File: config.mk
export PLATFORM = sky130hd
export DESIGN_NAME = dopi_top
export DESIGN_NICKNAME = d
export VERILOG_FILES = /design/src/design/dopi_pkg.sv /design/src/design/dopi_sync.sv /design/src/design/dopi_top.sv
export SDC_FILE = /design/constraint.sdc
export NUM_CORES = 1
export LEC_CHECK = 0
export BUFFER_PORTS_ARGS = -buffer_cell sky130_fd_sc_hd__buf_4
export CAP_MARGIN = 10
export CORE_MARGIN = 2
export CORE_UTILIZATION = 51
export DETAILED_ROUTE_END_ITERATION = 16
export PLACE_DENSITY = 0.85
export SETUP_SLACK_MARGIN = 0.4
export SYNTH_ARGS = -nofsm -noshare
export SYNTH_HDL_FRONTEND = slang
export SYNTH_SLANG_ARGS = --single-unit
File: constraint.sdc
create_clock -name CLK_I -period 3.79 [get_ports CLK_I]
set_clock_uncertainty 0.15 [all_clocks]
set_input_delay 0.1895 -clock CLK_I [delete_from_list [all_inputs] [get_ports CLK_I]]
set_output_delay 0.1895 -clock CLK_I [all_outputs]
set_load 0.02 [all_outputs]
File: src/design/dopi_pkg.sv
// constants for the digital output process image mapper
package dopi_pkg;
    // module variants
    typedef enum logic [2:0] {
        DOPI_K_1CH_STAT,
        DOPI_K_2CH,
        DOPI_K_2CH_DIAG1,
        DOPI_K_2CH_DIAG2,
        DOPI_K_4CH,
        DOPI_K_4CH_DIAG1
    } dopi_kind_t;

    // two-bit diagnostic codes
    localparam logic [1:0] DOPI_DIAG_OK    = 2'h0;
    localparam logic [1:0] DOPI_DIAG_OPEN  = 2'h1;
    localparam logic [1:0] DOPI_DIAG_SHORT = 2'h2;

    // byte address offsets
    localparam logic [7:0] DOPI_OFF_CFG    = 8'h00;
    localparam logic [7:0] DOPI_OFF_OUT    = 8'h04;
    localparam logic [7:0] DOPI_OFF_IN     = 8'h08;
    localparam logic [7:0] DOPI_OFF_INFO   = 8'h0C;

    // reset values
    localparam logic [2:0] DOPI_CFG_RST    = 3'h3;
    localparam logic [7:0] DOPI_OUT_RST    = 8'h00;
    localparam logic [7:0] DOPI_ANA_RST    = 8'h00;

    // object class codes
    localparam logic [7:0] DOPI_CLASS_DI   = 8'h65;
    localparam logic [7:0] DOPI_CLASS_DO   = 8'h66;

    // bits per subindex
    localparam int         DOPI_SUB_BITS   = 8;
endpackage

File: src/design/dopi_sync.sv
// two-flop synchroniser bank for field inputs
`timescale 1ns/10ps
module dopi_sync #(
    parameter int W = 8
) (
    input  wire logic         clk_i,
    input  wire logic         rst_i,
    input  wire logic [W-1:0] d_i,
    output logic      [W-1:0] q_o
);
    logic [W-1:0] s1_r;

    always_ff @(posedge clk_i or posedge rst_i) begin
        if (rst_i) begin
            s1_r <= '0;
            q_o  <= '0;
        end else begin
            s1_r <= d_i;
            q_o  <= s1_r;
        end
    end
endmodule

File: src/design/dopi_top.sv
// digital output process image mapper with ahb-lite register access
// Behaviour
// - one image bit alone drives each channel
// - per-channel fault flag in input image
// - digital bytes follow analog output data
// - one subindex per eight packed bits
// - one output object instance per channel, except two for single channel, four for two-bit codes
// - single channel: ctrl bit0, manual status bit0
// - single channel module takes two instances
// - two channel: bits 0,1 drive channels
// - one-bit flags of two channels at bits 0,1
// - two-bit codes at bits 1:0 and 3:2
// - code 00 normal, others fault kinds
// - four diag bits, out bits 2,3 unused
// - two-bit module takes four input instances
// - four channel: bits 0..3, four instances
//
// Decided for this implementation: register access over AHB-Lite and the placing of the registers.
`timescale 1ns/10ps
module dopi_top (
    // clock and reset
    input  wire logic        CLK_I,
    input  wire logic        RST_I,
    // ahb-lite slave
    input  wire logic        HSEL_I,
    input  wire logic [31:0] HADDR_I,
    input  wire logic [1:0]  HTRANS_I,
    input  wire logic        HWRITE_I,
    input  wire logic [2:0]  HSIZE_I,
    input  wire logic [31:0] HWDATA_I,
    input  wire logic        HREADY_I,
    output logic      [31:0] HRDATA_O,
    output logic             HREADYOUT_O,
    output logic             HRESP_O,
    // field side
    input  wire logic [3:0]  FAULT_I,
    input  wire logic [3:0]  FAULT_HI_I,
    input  wire logic        MANUAL_I,
    output logic      [3:0]  CH_OUT_O
);
    logic [2:0]  cfg_r;
    logic [7:0]  out_img_r;
    logic [7:0]  ana_len_r;
    logic [7:0]  in_img;
    logic [7:0]  eff_out;
    logic [3:0]  fault_s;
    logic [3:0]  fault_hi_s;
    logic        manual_s;
    logic        wr_pend_r;
    logic        rd_pend_r;
    logic [7:0]  addr_r;
    logic        sel_ok;
    dopi_pkg::dopi_kind_t kind;

    assign kind = dopi_pkg::dopi_kind_t'(cfg_r);

    // field inputs cross into the clock domain first
    dopi_sync #(.W(9)) u_sync (
        .clk_i (CLK_I),
        .rst_i (RST_I),
        .d_i   ({MANUAL_I, FAULT_HI_I, FAULT_I}),
        .q_o   ({manual_s, fault_hi_s, fault_s})
    );

    // bit mask of the output channels of a variant
    function automatic logic [7:0] ch_mask(dopi_pkg::dopi_kind_t k);
        case (k)
            dopi_pkg::DOPI_K_1CH_STAT:  ch_mask = 8'h01;
            dopi_pkg::DOPI_K_2CH:       ch_mask = 8'h03;
            dopi_pkg::DOPI_K_2CH_DIAG1: ch_mask = 8'h03;
            dopi_pkg::DOPI_K_2CH_DIAG2: ch_mask = 8'h03;
            dopi_pkg::DOPI_K_4CH:       ch_mask = 8'h0F;
            dopi_pkg::DOPI_K_4CH_DIAG1: ch_mask = 8'h0F;
            default:                    ch_mask = 8'h00;
        endcase
    endfunction

    // object instances taken per class
    function automatic logic [7:0] do_inst(dopi_pkg::dopi_kind_t k);
        case (k)
            dopi_pkg::DOPI_K_1CH_STAT:  do_inst = 8'h02;
            dopi_pkg::DOPI_K_2CH_DIAG2: do_inst = 8'h04;
            dopi_pkg::DOPI_K_4CH:       do_inst = 8'h04;
            dopi_pkg::DOPI_K_4CH_DIAG1: do_inst = 8'h04;
            default:                    do_inst = 8'h02;
        endcase
    endfunction

    function automatic logic [7:0] di_inst(dopi_pkg::dopi_kind_t k);
        case (k)
            dopi_pkg::DOPI_K_2CH_DIAG1: di_inst = 8'h02;
            dopi_pkg::DOPI_K_2CH_DIAG2: di_inst = 8'h04;
            dopi_pkg::DOPI_K_4CH_DIAG1: di_inst = 8'h04;
            default:                    di_inst = 8'h00;
        endcase
    endfunction

    // channel drive comes only from the masked control bits
    assign eff_out = out_img_r & ch_mask(kind);

    always_ff @(posedge CLK_I or posedge RST_I) begin
        if (RST_I) begin
            CH_OUT_O <= 4'h0;
        end else begin
            CH_OUT_O <= eff_out[3:0];
        end
    end

    // input image per variant, unused bits zero
    always_comb begin
        in_img = 8'h00;
        case (kind)
            dopi_pkg::DOPI_K_1CH_STAT:
                in_img[0] = manual_s;
            dopi_pkg::DOPI_K_2CH_DIAG1:
                in_img[1:0] = fault_s[1:0];
            dopi_pkg::DOPI_K_2CH_DIAG2: begin
                // open/short-high code 01, short-low/overload 10
                in_img[1:0] = fault_s[0] ? dopi_pkg::DOPI_DIAG_OPEN :
                              fault_hi_s[0] ? dopi_pkg::DOPI_DIAG_SHORT :
                              dopi_pkg::DOPI_DIAG_OK;
                in_img[3:2] = fault_s[1] ? dopi_pkg::DOPI_DIAG_OPEN :
                              fault_hi_s[1] ? dopi_pkg::DOPI_DIAG_SHORT :
                              dopi_pkg::DOPI_DIAG_OK;
            end
            dopi_pkg::DOPI_K_4CH_DIAG1:
                in_img[3:0] = fault_s;
            default:
                in_img = 8'h00;
        endcase
    end

    // ahb-lite: zero wait, always okay
    assign sel_ok = HSEL_I && HREADY_I && HTRANS_I[1];
    assign HREADYOUT_O = 1'b1;
    assign HRESP_O = 1'b0;

    always_ff @(posedge CLK_I or posedge RST_I) begin
        if (RST_I) begin
            wr_pend_r <= 1'b0;
            rd_pend_r <= 1'b0;
            addr_r    <= 8'h00;
        end else begin
            wr_pend_r <= sel_ok && HWRITE_I;
            rd_pend_r <= sel_ok && !HWRITE_I;
            if (sel_ok) begin
                addr_r <= HADDR_I[7:0];
            end
        end
    end

    always_ff @(posedge CLK_I or posedge RST_I) begin
        if (RST_I) begin
            cfg_r     <= dopi_pkg::DOPI_CFG_RST;
            out_img_r <= dopi_pkg::DOPI_OUT_RST;
            ana_len_r <= dopi_pkg::DOPI_ANA_RST;
        end else if (wr_pend_r) begin
            case (addr_r)
                dopi_pkg::DOPI_OFF_CFG: begin
                    cfg_r     <= HWDATA_I[2:0];
                    ana_len_r <= HWDATA_I[15:8];
                end
                dopi_pkg::DOPI_OFF_OUT:
                    out_img_r <= HWDATA_I[7:0];
                default: ;
            endcase
        end
    end

    // read data registered at the end of the address phase
    always_ff @(posedge CLK_I or posedge RST_I) begin
        if (RST_I) begin
            HRDATA_O <= 32'h0000_0000;
        end else if (sel_ok && !HWRITE_I) begin
            case (HADDR_I[7:0])
                dopi_pkg::DOPI_OFF_CFG:
                    HRDATA_O <= {16'h0000, ana_len_r, 5'h00, cfg_r};
                dopi_pkg::DOPI_OFF_OUT:
                    HRDATA_O <= {24'h000000, out_img_r};
                dopi_pkg::DOPI_OFF_IN:
                    HRDATA_O <= {24'h000000, in_img};
                dopi_pkg::DOPI_OFF_INFO:
                    // digital byte sits after analog bytes, one subindex
                    HRDATA_O <= {ana_len_r, 8'h01,
                                 do_inst(kind), di_inst(kind)};
                default:
                    HRDATA_O <= 32'h0000_0000;
            endcase
        end
    end

    // checks
    always_comb begin
        // rd_pend_r is not read by any logic or check
    end

    out_follow_a: assert property (@(posedge CLK_I) disable iff (RST_I)
        CH_OUT_O == $past(out_img_r[3:0] & ch_mask(kind)[3:0]))
        else $error("channel drive does not follow control bits");
    unused_out_a: assert property (@(posedge CLK_I) disable iff (RST_I)
        (kind == dopi_pkg::DOPI_K_2CH_DIAG2) |=> CH_OUT_O[3:2] == 2'h0)
        else $error("unused output bits drive a channel");
    single_ch_a: assert property (@(posedge CLK_I) disable iff (RST_I)
        (kind == dopi_pkg::DOPI_K_1CH_STAT)
            |-> in_img == {7'h00, manual_s})
        else $error("manual status not mirrored");
    diag1_map_a: assert property (@(posedge CLK_I) disable iff (RST_I)
        (kind == dopi_pkg::DOPI_K_2CH_DIAG1)
            |-> in_img == {6'h00, fault_s[1:0]})
        else $error("one-bit diagnostic map wrong");
    diag2_ok_a: assert property (@(posedge CLK_I) disable iff (RST_I)
        (kind == dopi_pkg::DOPI_K_2CH_DIAG2 && !fault_s[1] && !fault_hi_s[1])
            |-> in_img[3:2] == dopi_pkg::DOPI_DIAG_OK)
        else $error("channel 2 code not normal");
    diag2_fault_a: assert property (@(posedge CLK_I) disable iff (RST_I)
        (kind == dopi_pkg::DOPI_K_2CH_DIAG2 && fault_s[0])
            |-> in_img[1:0] == dopi_pkg::DOPI_DIAG_OPEN)
        else $error("channel 1 code wrong");
    fault_flag_a: assert property (@(posedge CLK_I) disable iff (RST_I)
        (kind == dopi_pkg::DOPI_K_4CH_DIAG1 && $rose(fault_s[2]))
            |-> in_img[2])
        else $error("fault flag not set");
    in_zero_a: assert property (@(posedge CLK_I) disable iff (RST_I)
        in_img[7:4] == 4'h0)
        else $error("unused input bits not zero");
    inst_cnt_a: assert property (@(posedge CLK_I) disable iff (RST_I)
        (kind == dopi_pkg::DOPI_K_2CH_DIAG2)
            |-> di_inst(kind) == 8'h04 && do_inst(kind) == 8'h04)
        else $error("instance count wrong");
    four_inst_a: assert property (@(posedge CLK_I) disable iff (RST_I)
        (kind == dopi_pkg::DOPI_K_4CH) |-> do_inst(kind) == 8'h04)
        else $error("four channel instance count wrong");
endmodule

==> results of run 1 <==
[synthesized netlist by cell type (3+ instances only)]
cell      instances  area [um2]
a21oi_1           4        20.0
nand2_1          13        48.8
and2_1            4        25.0
inv_1             5        18.8
dfrtp_1          69        1730
buf_4            10        75.1
mux2_4            8         120
nor2_1            9        33.8
o21ai_0           5        25.0
mux2_2           18         203
a22o_1           20         175
nor2b_1           3        18.8
clkbuf_1          4        15.0
[cells by family (layout without fill, tap and decap cells)]
group / after synthesis / in the layout
compound gates: 43 / 43
buf+inv: 22 / 118
flops: 71 / 71
mux: 26 / 26
other cells: 2 / 9
simple gates: 44 / 44
[worst max-delay path, cell delays in order, from the launching register on]
cell,delay [ps]
dfrtp_1,380
nor4_1,320
nand4b_1,160
nor2_1,850
mux2_2,430
[registers in the layout, indices dropped and copies added (netlist names)]
name,cells
u_sync.s1_r,7
out_img_r,8
wr_pend_r,1
ana_len_r,8
u_sync.q_o,7
addr_r,8
cfg_r,3
HRDATA_O,25
CH_OUT_O,4
[path summary, 6_finish.rpt]
check / to / cells after the start
min: addr_r[2] / 2
max: ana_len_r[4] / 4
max reg2reg: ana_len_r[4] / 4
min reg2reg: u_sync.q_o[4] / 0
max in group asynchronous: HRDATA_O[3] / 4
min in group asynchronous: HRDATA_O[31] / 3
[placed cells by master, fill, tap and decap left out, types with 5 or more instances in the layout]
| cell | netlist | final |
|---|---|---|
| dfrtp_1 | 69 | 69 |
| buf_4 | 10 | 66 |
| dlygate4sd3_1 | 0 | 31 |
| a22o_1 | 20 | 20 |
| mux2_2 | 18 | 18 |
| nand2_1 | 13 | 13 |
| clkbuf_8 | 0 | 10 |
| nor2_1 | 9 | 9 |
| conb_1 | 2 | 9 |
| mux2_4 | 8 | 8 |
| o21ai_0 | 5 | 5 |
[metrics by stage]
step | power, mW | setup slack [ps] | hold slack [ps]
3_3_place_gp | 0.976 | 1420 | 149
3_5_place_dp | 0.982 | 1390 | 150
4_1_cts | 1.67 | 1380 | 59.0
2_1_floorplan | 0.930 | 1660 | 70.9
6_report | 1.65 | 1380 | 98.0
5_1_grt | 1.73 | 1200 | 117
[power breakdown]
part | switching, mW | internal [mW]
combinational | 0.0741 | 0.0908
sequential | 0.0278 | 0.802
clock | 0.272 | 0.389
total | 0.373 | 1.28
[final cells by class]
type,instances,area share (%)
clock buffer,11,3.65
multi-input combinational,122,24.8
sequential,71,45.9
inverter,5,0.484
clock inverter,5,2.10
timing repair buffer,97,20.8
tap,72,2.32
[routing by layer]
layer / wire [um] / up-vias / GRT usage [%]
met3: 286 / 4 / 4.25
met2: 2870 / 64 / 32.5
li1: - / 928 / -
met4: 58 / 0 / 10.0
met5: 0 / - / 0
met1: 2480 / 954 / 27.9
[what timing repair did]
item                                   in CTS  in global routing
hold buffers                               31                  0
resized for setup                           0                  0
endpoints found under the hold margin      77                  0
==> results_dict.tcl, run 1 <==
set metrics [dict create \
    status "complete, no violations" \
    drv_cap 0 \
    gp_congestion 0.822 \
    vias_per_cell 5.09 \
    initial_utilization_pct 52.3 \
    dieArea_um2 6190 \
    cts_root_buffer "clkbuf_8" \
    fin_cells 383 \
    grt_pass1_wl_um 9630 \
    wire_per_inst_um 14.9 \
    worst_pin_slew_ps 1110 \
    synth.area.mux_share_pct 11.4 \
    dpl.cell_count 336 \
    synth_fa_ha_area_share_pct 0 \
    timing.fmax_mhz 415 \
    synth-simple-area-share_pct 9.46 \
    end_kind "flop" \
    synth_xor_area_share_pct 0 \
    grt_max_degree 48 \
    grt_setup_unrepaired "false" \
    leakagePower_nw 1.93 \
    slew_headroom_pct 25.9 \
    cts_buffers 9 \
    path_max_fanout 11 \
    antenna_found_initial 0 \
    first_global_vias 1980 \
    cts_tree "done" \
    syn_avg_cell_area_um2 13.7 \
    yosysWarnings 0 \
    cp-startpoint "addr_r[1]" \
    grtUsageTotal_pct 20.8 \
    min-delay-start "HADDR_I[2]" \
    clock_latency_ps 340 \
    slew_viol_final 0 \
    netlist_instances 208 \
    antenna_left 0 \
    rows 27 \
    fin_tns_setup_ps 0 \
    vias 1950 \
    synth_area_um2 2840 \
    r2r-start "addr_r[1]" \
    die_w_um 78.7 \
    regToRegSetupSlack_ps 1380 \
    die_y_um 78.7 \
    setup_viol 0 \
    clk_pin_slew_worst_paths_ps 70 \
    coreArea_um2 5440 \
    cp.required_ps 3860 \
    drc 0 \
    synth_seq_area_share_pct 62.6 \
    htreeDepth 3 \
    period_share_pct 63.6 \
    p_per_area_nw_per_um2 427 \
    placed_cell_area_um2 3340 \
    layout-drive-gt1-share_pct 37.3 \
    yosysUniqueCellTypes 42 \
    arrival_ps 2480 \
    crit_type "reg -> reg" \
    ys.flop_type "dfrtp_1" \
    drt_iter0_drc 107 \
    start_kind "flop" \
    hpwl_um 3710 \
    min_period_ps 2410 \
    ys_async_sr_fraction_pct 100 \
    fin_util_pct 71.3 \
    wl_um 5690 \
    fill_cells 384 \
    num_antenna_cells 0 \
    design_area_um2 3880 \
    area_delta_synth_final_pct 36.3 \
    multi_input_area_um2 961 \
    finalHoldViolCount 0 \
    synth_compound_area_share_pct 11.8 \
    seq_area_um2 1780 \
    clock_path_buffers 2 \
    dr.pass1.iters 4 \
    ys_seq_elements 71 \
    portBuffers 65 \
    hold_path.class "in -> reg" \
    cts_num_sinks 71 \
    nNetsFinal 389 \
    synth_edf_count 0 \
    grt_overflow 0 \
    postCtsSetupBuffers 0 \
    synth_top_family_by_area "compound AO/OA/AOI/OAI gates" \
    io_pins 121 \
    ir_worst_vdd_v 0.000300 \
]
Power figures use the tool's default switching activity.
==> inputs of run 2 (changes only) <==
CORE_UTILIZATION = 47   (was 51)
PLACE_DENSITY = 0.79   (was 0.85)
clock period = 2.5 ns   (was 3.79 ns; I/O delays follow)
==> run 2 against run 1 <==
Worst hold slack worse by 81 ps. Maximum frequency up 20%. Wire length down 2.4%. Final cell count up 1.3%. Clock power up 97%. First-iteration DRC count up 25%. Total power up 70%. Setup slack worse by 890 ps. Sequential power up 52%. Die area up 8.1%. Via count up 0.56%. Critical endpoint is now out_img_r[0].
==> results_dict.tcl, run 2 (synthesized netlist as in run 1, its figures left out) <==
set metrics [dict create \
    dpl.cell_count 341 \
    clock_latency_ps 340 \
    drt_iter0_drc 134 \
    vias_per_cell 5.05 \
    postCtsSetupBuffers 0 \
    dr.pass1.iters 4 \
    p_per_area_nw_per_um2 706 \
    cts_num_sinks 71 \
    htreeDepth 3 \
    grt_setup_unrepaired "false" \
    timing.fmax_mhz 497 \
    top_layer "met4" \
    coreArea_um2 5890 \
    top_register "HRDATA_O" \
    die_w_um 81.8 \
    wl_met1_um 2500 \
    drc 0 \
    num_antenna_cells 0 \
    ir_worst_vdd_v 0.000398 \
    antenna_found_initial 0 \
    fin_util_pct 67.6 \
    cts_repair_resize_count 0 \
    slew_viol_final 0 \
    final_common_cell "dfrtp_1" \
    crit_slowest_cell "or2_1" \
    arrival_ps 2080 \
    rows 28 \
    layout-drive-gt1-share_pct 38.0 \
    clk_pin_slew_worst_paths_ps 80 \
    worst_slack_ps 489 \
    status "complete, no violations" \
    area_delta_synth_final_pct 39.9 \
    drv_cap 0 \
    nNetsFinal 391 \
    cts_buffers 9 \
    dieArea_um2 6690 \
    path_max_fanout 8 \
    grt_pass1_wl_um 9110 \
    dr_wl_met3_um 263 \
    fill_cells 436 \
    layout_common_cells "dfrtp_1, buf_4, dlygate4sd3_1" \
    cp_cell_sequence "nor4_1 -> nand4b_1 -> or2_1 -> mux2_4" \
    finalHoldViolCount 0 \
    cts_hold_buf 31 \
    slew_headroom_pct 62.7 \
    clock_path_buffers 2 \
    cts_tree "done" \
    hpwl_um 3580 \
    wire_per_inst_um 14.3 \
    grt_overflow 0 \
    gp_congestion 0.775 \
    post-place-ws_ps 586 \
    fin_cells 388 \
    vias 1961 \
    crit_type "reg -> reg" \
    wl_um 5560 \
    end_kind "flop" \
    placed_cell_area_um2 3380 \
    cp.required_ps 2570 \
    setup_viol 0 \
    worst_pin_slew_ps 559 \
    initial_utilization_pct 48.3 \
    multi_input_area_um2 961 \
    slowest_delay_ps 450 \
    design_area_um2 3980 \
    grtUsageTotal_pct 18.7 \
    regToRegSetupSlack_ps 490 \
    min_period_ps 2010 \
    antenna_left 0 \
    first_global_vias 1889 \
    dr_wl_met2_um 2700 \
    leakagePower_nw 1.98 \
    cts_root_buffer "clkbuf_8" \
    largest_reg_flops 25 \
    portBuffers 65 \
    grt_max_degree 72 \
    start_kind "flop" \
    die_y_um 81.8 \
    fin_tns_setup_ps 0 \
    io_pins 121 \
    hold_path.class "in -> reg" \
    period_share_pct 80.5 \
    seq_area_um2 1780 \
]
-- run 2: final timing paths --
path,cells past startpoint,from,to
max,4,addr_r[1],out_img_r[0]
max reg2reg,4,addr_r[1],out_img_r[0]
min,2,HADDR_I[2],addr_r[2]
min in group asynchronous,4,RST_I,ana_len_r[5]
min reg2reg,0,u_sync.s1_r[8],u_sync.q_o[8]
max in group asynchronous,4,RST_I,cfg_r[0]
-- run 2: area by class of cell --
| cell class | instances | area share (%) |
|---|---|---|
| Sequential cell | 71 | 44.7 |
| Multi-Input combinational cell | 122 | 24.2 |
| Timing Repair Buffer | 99 | 21.0 |
| Clock inverter | 7 | 4.22 |
| Clock buffer | 9 | 3.11 |
| Tap cell | 75 | 2.36 |
| Inverter | 5 | 0.472 |
-- run 2: worst max-delay path, delay by kind of cell, from the launching register on --
family	cells	cell delay (ps)
AND/OR/NAND/NOR	3	970
multiplexers	1	380
flip-flops	1	390
-- run 2: metrics by stage --
| stage | power [mW] | hold WS (ps) |
|---|---|---|
| final | 2.81 | 16.8 |
| after detailed placement | 1.49 | 85.6 |
| after global placement | 1.48 | 84.5 |
| after CTS | 2.83 | 5.09 |
| after floorplan | 1.41 | 6.43 |
| after global routing | 2.93 | 7.98 |
-- run 2: report_power, final --
group / leakage (nW) / internal, mW / switching (mW)
Sequential: 0.912 / 1.22 / 0.0410
Clock: 0.144 / 0.870 / 0.430
Combinational: 0.923 / 0.140 / 0.112
-- run 2: per-layer routing --
metal | track usage [%] | up-vias
met5 | 0 | -
met2 | 29.4 | 51
met3 | 5.71 | 7
met4 | 8.00 | 0
li1 | - | 929
met1 | 24.0 | 974
==> inputs of run 3 (changes only) <==
clock period = 2 ns   (was 2.5 ns; I/O delays follow)
==> run 3 against run 2 <==
Sequential cell count is the same. Non-clock buffer count grew 8. Setup slack lost 320 ps. Critical path depth grew 1. Final area grew 0.85%. Sequential share of layout area shrank 0.38 points. Critical endpoint is now ana_len_r[7]. Sequential power grew 25%. Total power grew 11%. Largest cell class unchanged.
==> results_dict.tcl, run 3 (synthesized netlist as in run 1, its figures left out) <==
set metrics [dict create \
    status "complete, no violations" \
    timing.fmax_mhz 547 \
    die_y_um 81.8 \
    worst_pin_slew_ps 542 \
    grt_setup_unrepaired "true" \
    clk_pin_slew_worst_paths_ps 70 \
    portBuffers 65 \
    grtUsageTotal_pct 20.4 \
    die_w_um 81.8 \
    antenna_left 0 \
    rows 28 \
    ir_worst_vdd_v 0.000558 \
    seqPwrFrac_pct 50.4 \
    cp_top_family "simple AND/OR/NAND/NOR gates" \
    coreArea_um2 5890 \
    final_common_cell "buf_4" \
    pwr-share-comb_pct 11.3 \
    cts_tree "done" \
    io_pins 121 \
    fin_tns_setup_ps 0 \
    gp_congestion 0.793 \
    end_kind "flop" \
    layout-drive-gt1-share_pct 40.2 \
    drv_cap 0 \
    arrival_ps 1900 \
    power_switching_mw 0.711 \
    grt_max_degree 28 \
    antenna_found_initial 0 \
    cp.required_ps 2070 \
    num_antenna_cells 0 \
    grt_overflow 0 \
    dr.pass1.iters 5 \
    setup_viol 0 \
    period_share_pct 91.5 \
    p_int_mw 2.42 \
    clock_path_buffers 2 \
    finalHoldViolCount 0 \
    initial_utilization_pct 48.3 \
    cts_buffers 9 \
    nNetsFinal 399 \
    wire_per_inst_um 15.5 \
    design_area_um2 4010 \
    hpwl_um 3950 \
    crit_slowest_cell "dfrtp_1" \
    clock_latency_ps 340 \
    layout_common_cells "buf_4, dfrtp_1, dlygate4sd3_1" \
    drt_iter0_drc 92 \
    crit_type "reg -> reg" \
    drc 0 \
    cp_cell_sequence "nor4_2 -> nand4b_1 -> nor2_1 -> buf_6 -> mux2_2" \
    area_delta_synth_final_pct 41.0 \
    cts_root_buffer "clkbuf_8" \
    switching_share_pct 22.7 \
    start_kind "flop" \
    slew_headroom_pct 63.8 \
    p_per_area_nw_per_um2 780 \
    power.share.clock_pct 38.4 \
    first_global_vias 2064 \
    leakagePower_nw 1.99 \
    top_register "HRDATA_O" \
    cts_num_sinks 71 \
    htreeDepth 3 \
    slew_viol_final 0 \
    hold_path.class "in -> reg" \
    min_period_ps 1830 \
    dieArea_um2 6690 \
    wl_um 6150 \
    path_max_fanout 11 \
    slowest_delay_ps 390 \
    placed_cell_area_um2 3410 \
    vias 1998 \
    largest_reg_flops 25 \
    vias_per_cell 5.05 \
    crit_buf_inv 1 \
    grt_pass1_wl_um 9910 \
]
[run 3: cell type report]
| class | count | area, um2 |
|---|---|---|
| well taps | 75 | 93.8 |
| fillers | 422 | 1870 |
| clock inverters | 4 | 70.1 |
| flip-flops and latches | 71 | 1780 |
| repair buffers | 107 | 900 |
| multi-input cells | 122 | 1010 |
| clock buffers | 12 | 135 |
| inverters | 5 | 22.5 |
[run 3: repair_timing]
action | 4_1_cts | 5_1_grt
setup endpoints to repair | 23 | 44
hold buffers | 32 | 3
gates resized for setup | 6 | 6
pin swaps | 0 | 5
buffers inserted | 0 | 4
endpoints found under the hold margin | 56 | 3
[run 3: path summary, 6_finish.rpt]
path	start	endpoint	slack, ps	depth (start not counted)
worst max register to register	addr_r[5]	ana_len_r[7]	170	5
min in group asynchronous	RST_I	HRDATA_O[26]	210	3
worst min-delay path	HADDR_I[3]	HRDATA_O[0]	50	3
worst min register to register	u_sync.s1_r[4]	u_sync.q_o[4]	200	0
max in group asynchronous	RST_I	cfg_r[1]	890	4
worst max-delay path	addr_r[5]	ana_len_r[7]	170	5
[run 3: routing by layer]
| layer | wire length (um) | global-route usage [%] | vias to the layer above | part of all wire, % |
|---|---|---|---|---|
| li1 | - | - | 945 | - |
| met3 | 318 | 6.15 | 12 | 5.2 |
| met5 | 0 | 0 | - | 0 |
| met4 | 139 | 9.67 | 0 | 2.3 |
| met2 | 3060 | 31.6 | 67 | 50 |
| met1 | 2640 | 26.1 | 974 | 43 |
[run 3: per-stage QoR]
| stage | setup slack [ps] | total power [mW] | hold WS [ps] | std cells | util, % |
|---|---|---|---|---|---|
| after floorplan | 346 | 1.77 | -18.6 | 215 | - |
| after global placement | 77.3 | 1.86 | 27.9 | 344 | 57.9 |
| after detailed placement | 52.7 | 1.88 | 29.1 | 344 | 57.9 |
| after CTS | 199 | 3.14 | -5.82 | 392 | 67.2 |
| after global routing | 73.1 | 3.26 | 52.3 | 396 | 68.2 |
| final | 171 | 3.13 | 46.1 | 396 | 68.2 |
[run 3: power by group through the flow]
stage          Clock, mW  Combinational [mW]  Sequential (mW)
6_report            1.20               0.352             1.58
5_1_grt             1.29               0.387             1.59
4_1_cts             1.23               0.339             1.57
3_5_place_dp           0               0.280             1.60
3_3_place_gp           0               0.270             1.59
2_1_floorplan          0               0.179             1.59
[run 3: worst reg2reg max path: cells and delay by family, from the launching register on]
kind	cells	cell delay (ps)
multiplexers	1	360
AND/OR/NAND/NOR	3	620
flip-flops	1	390
buffers and inverters	1	190
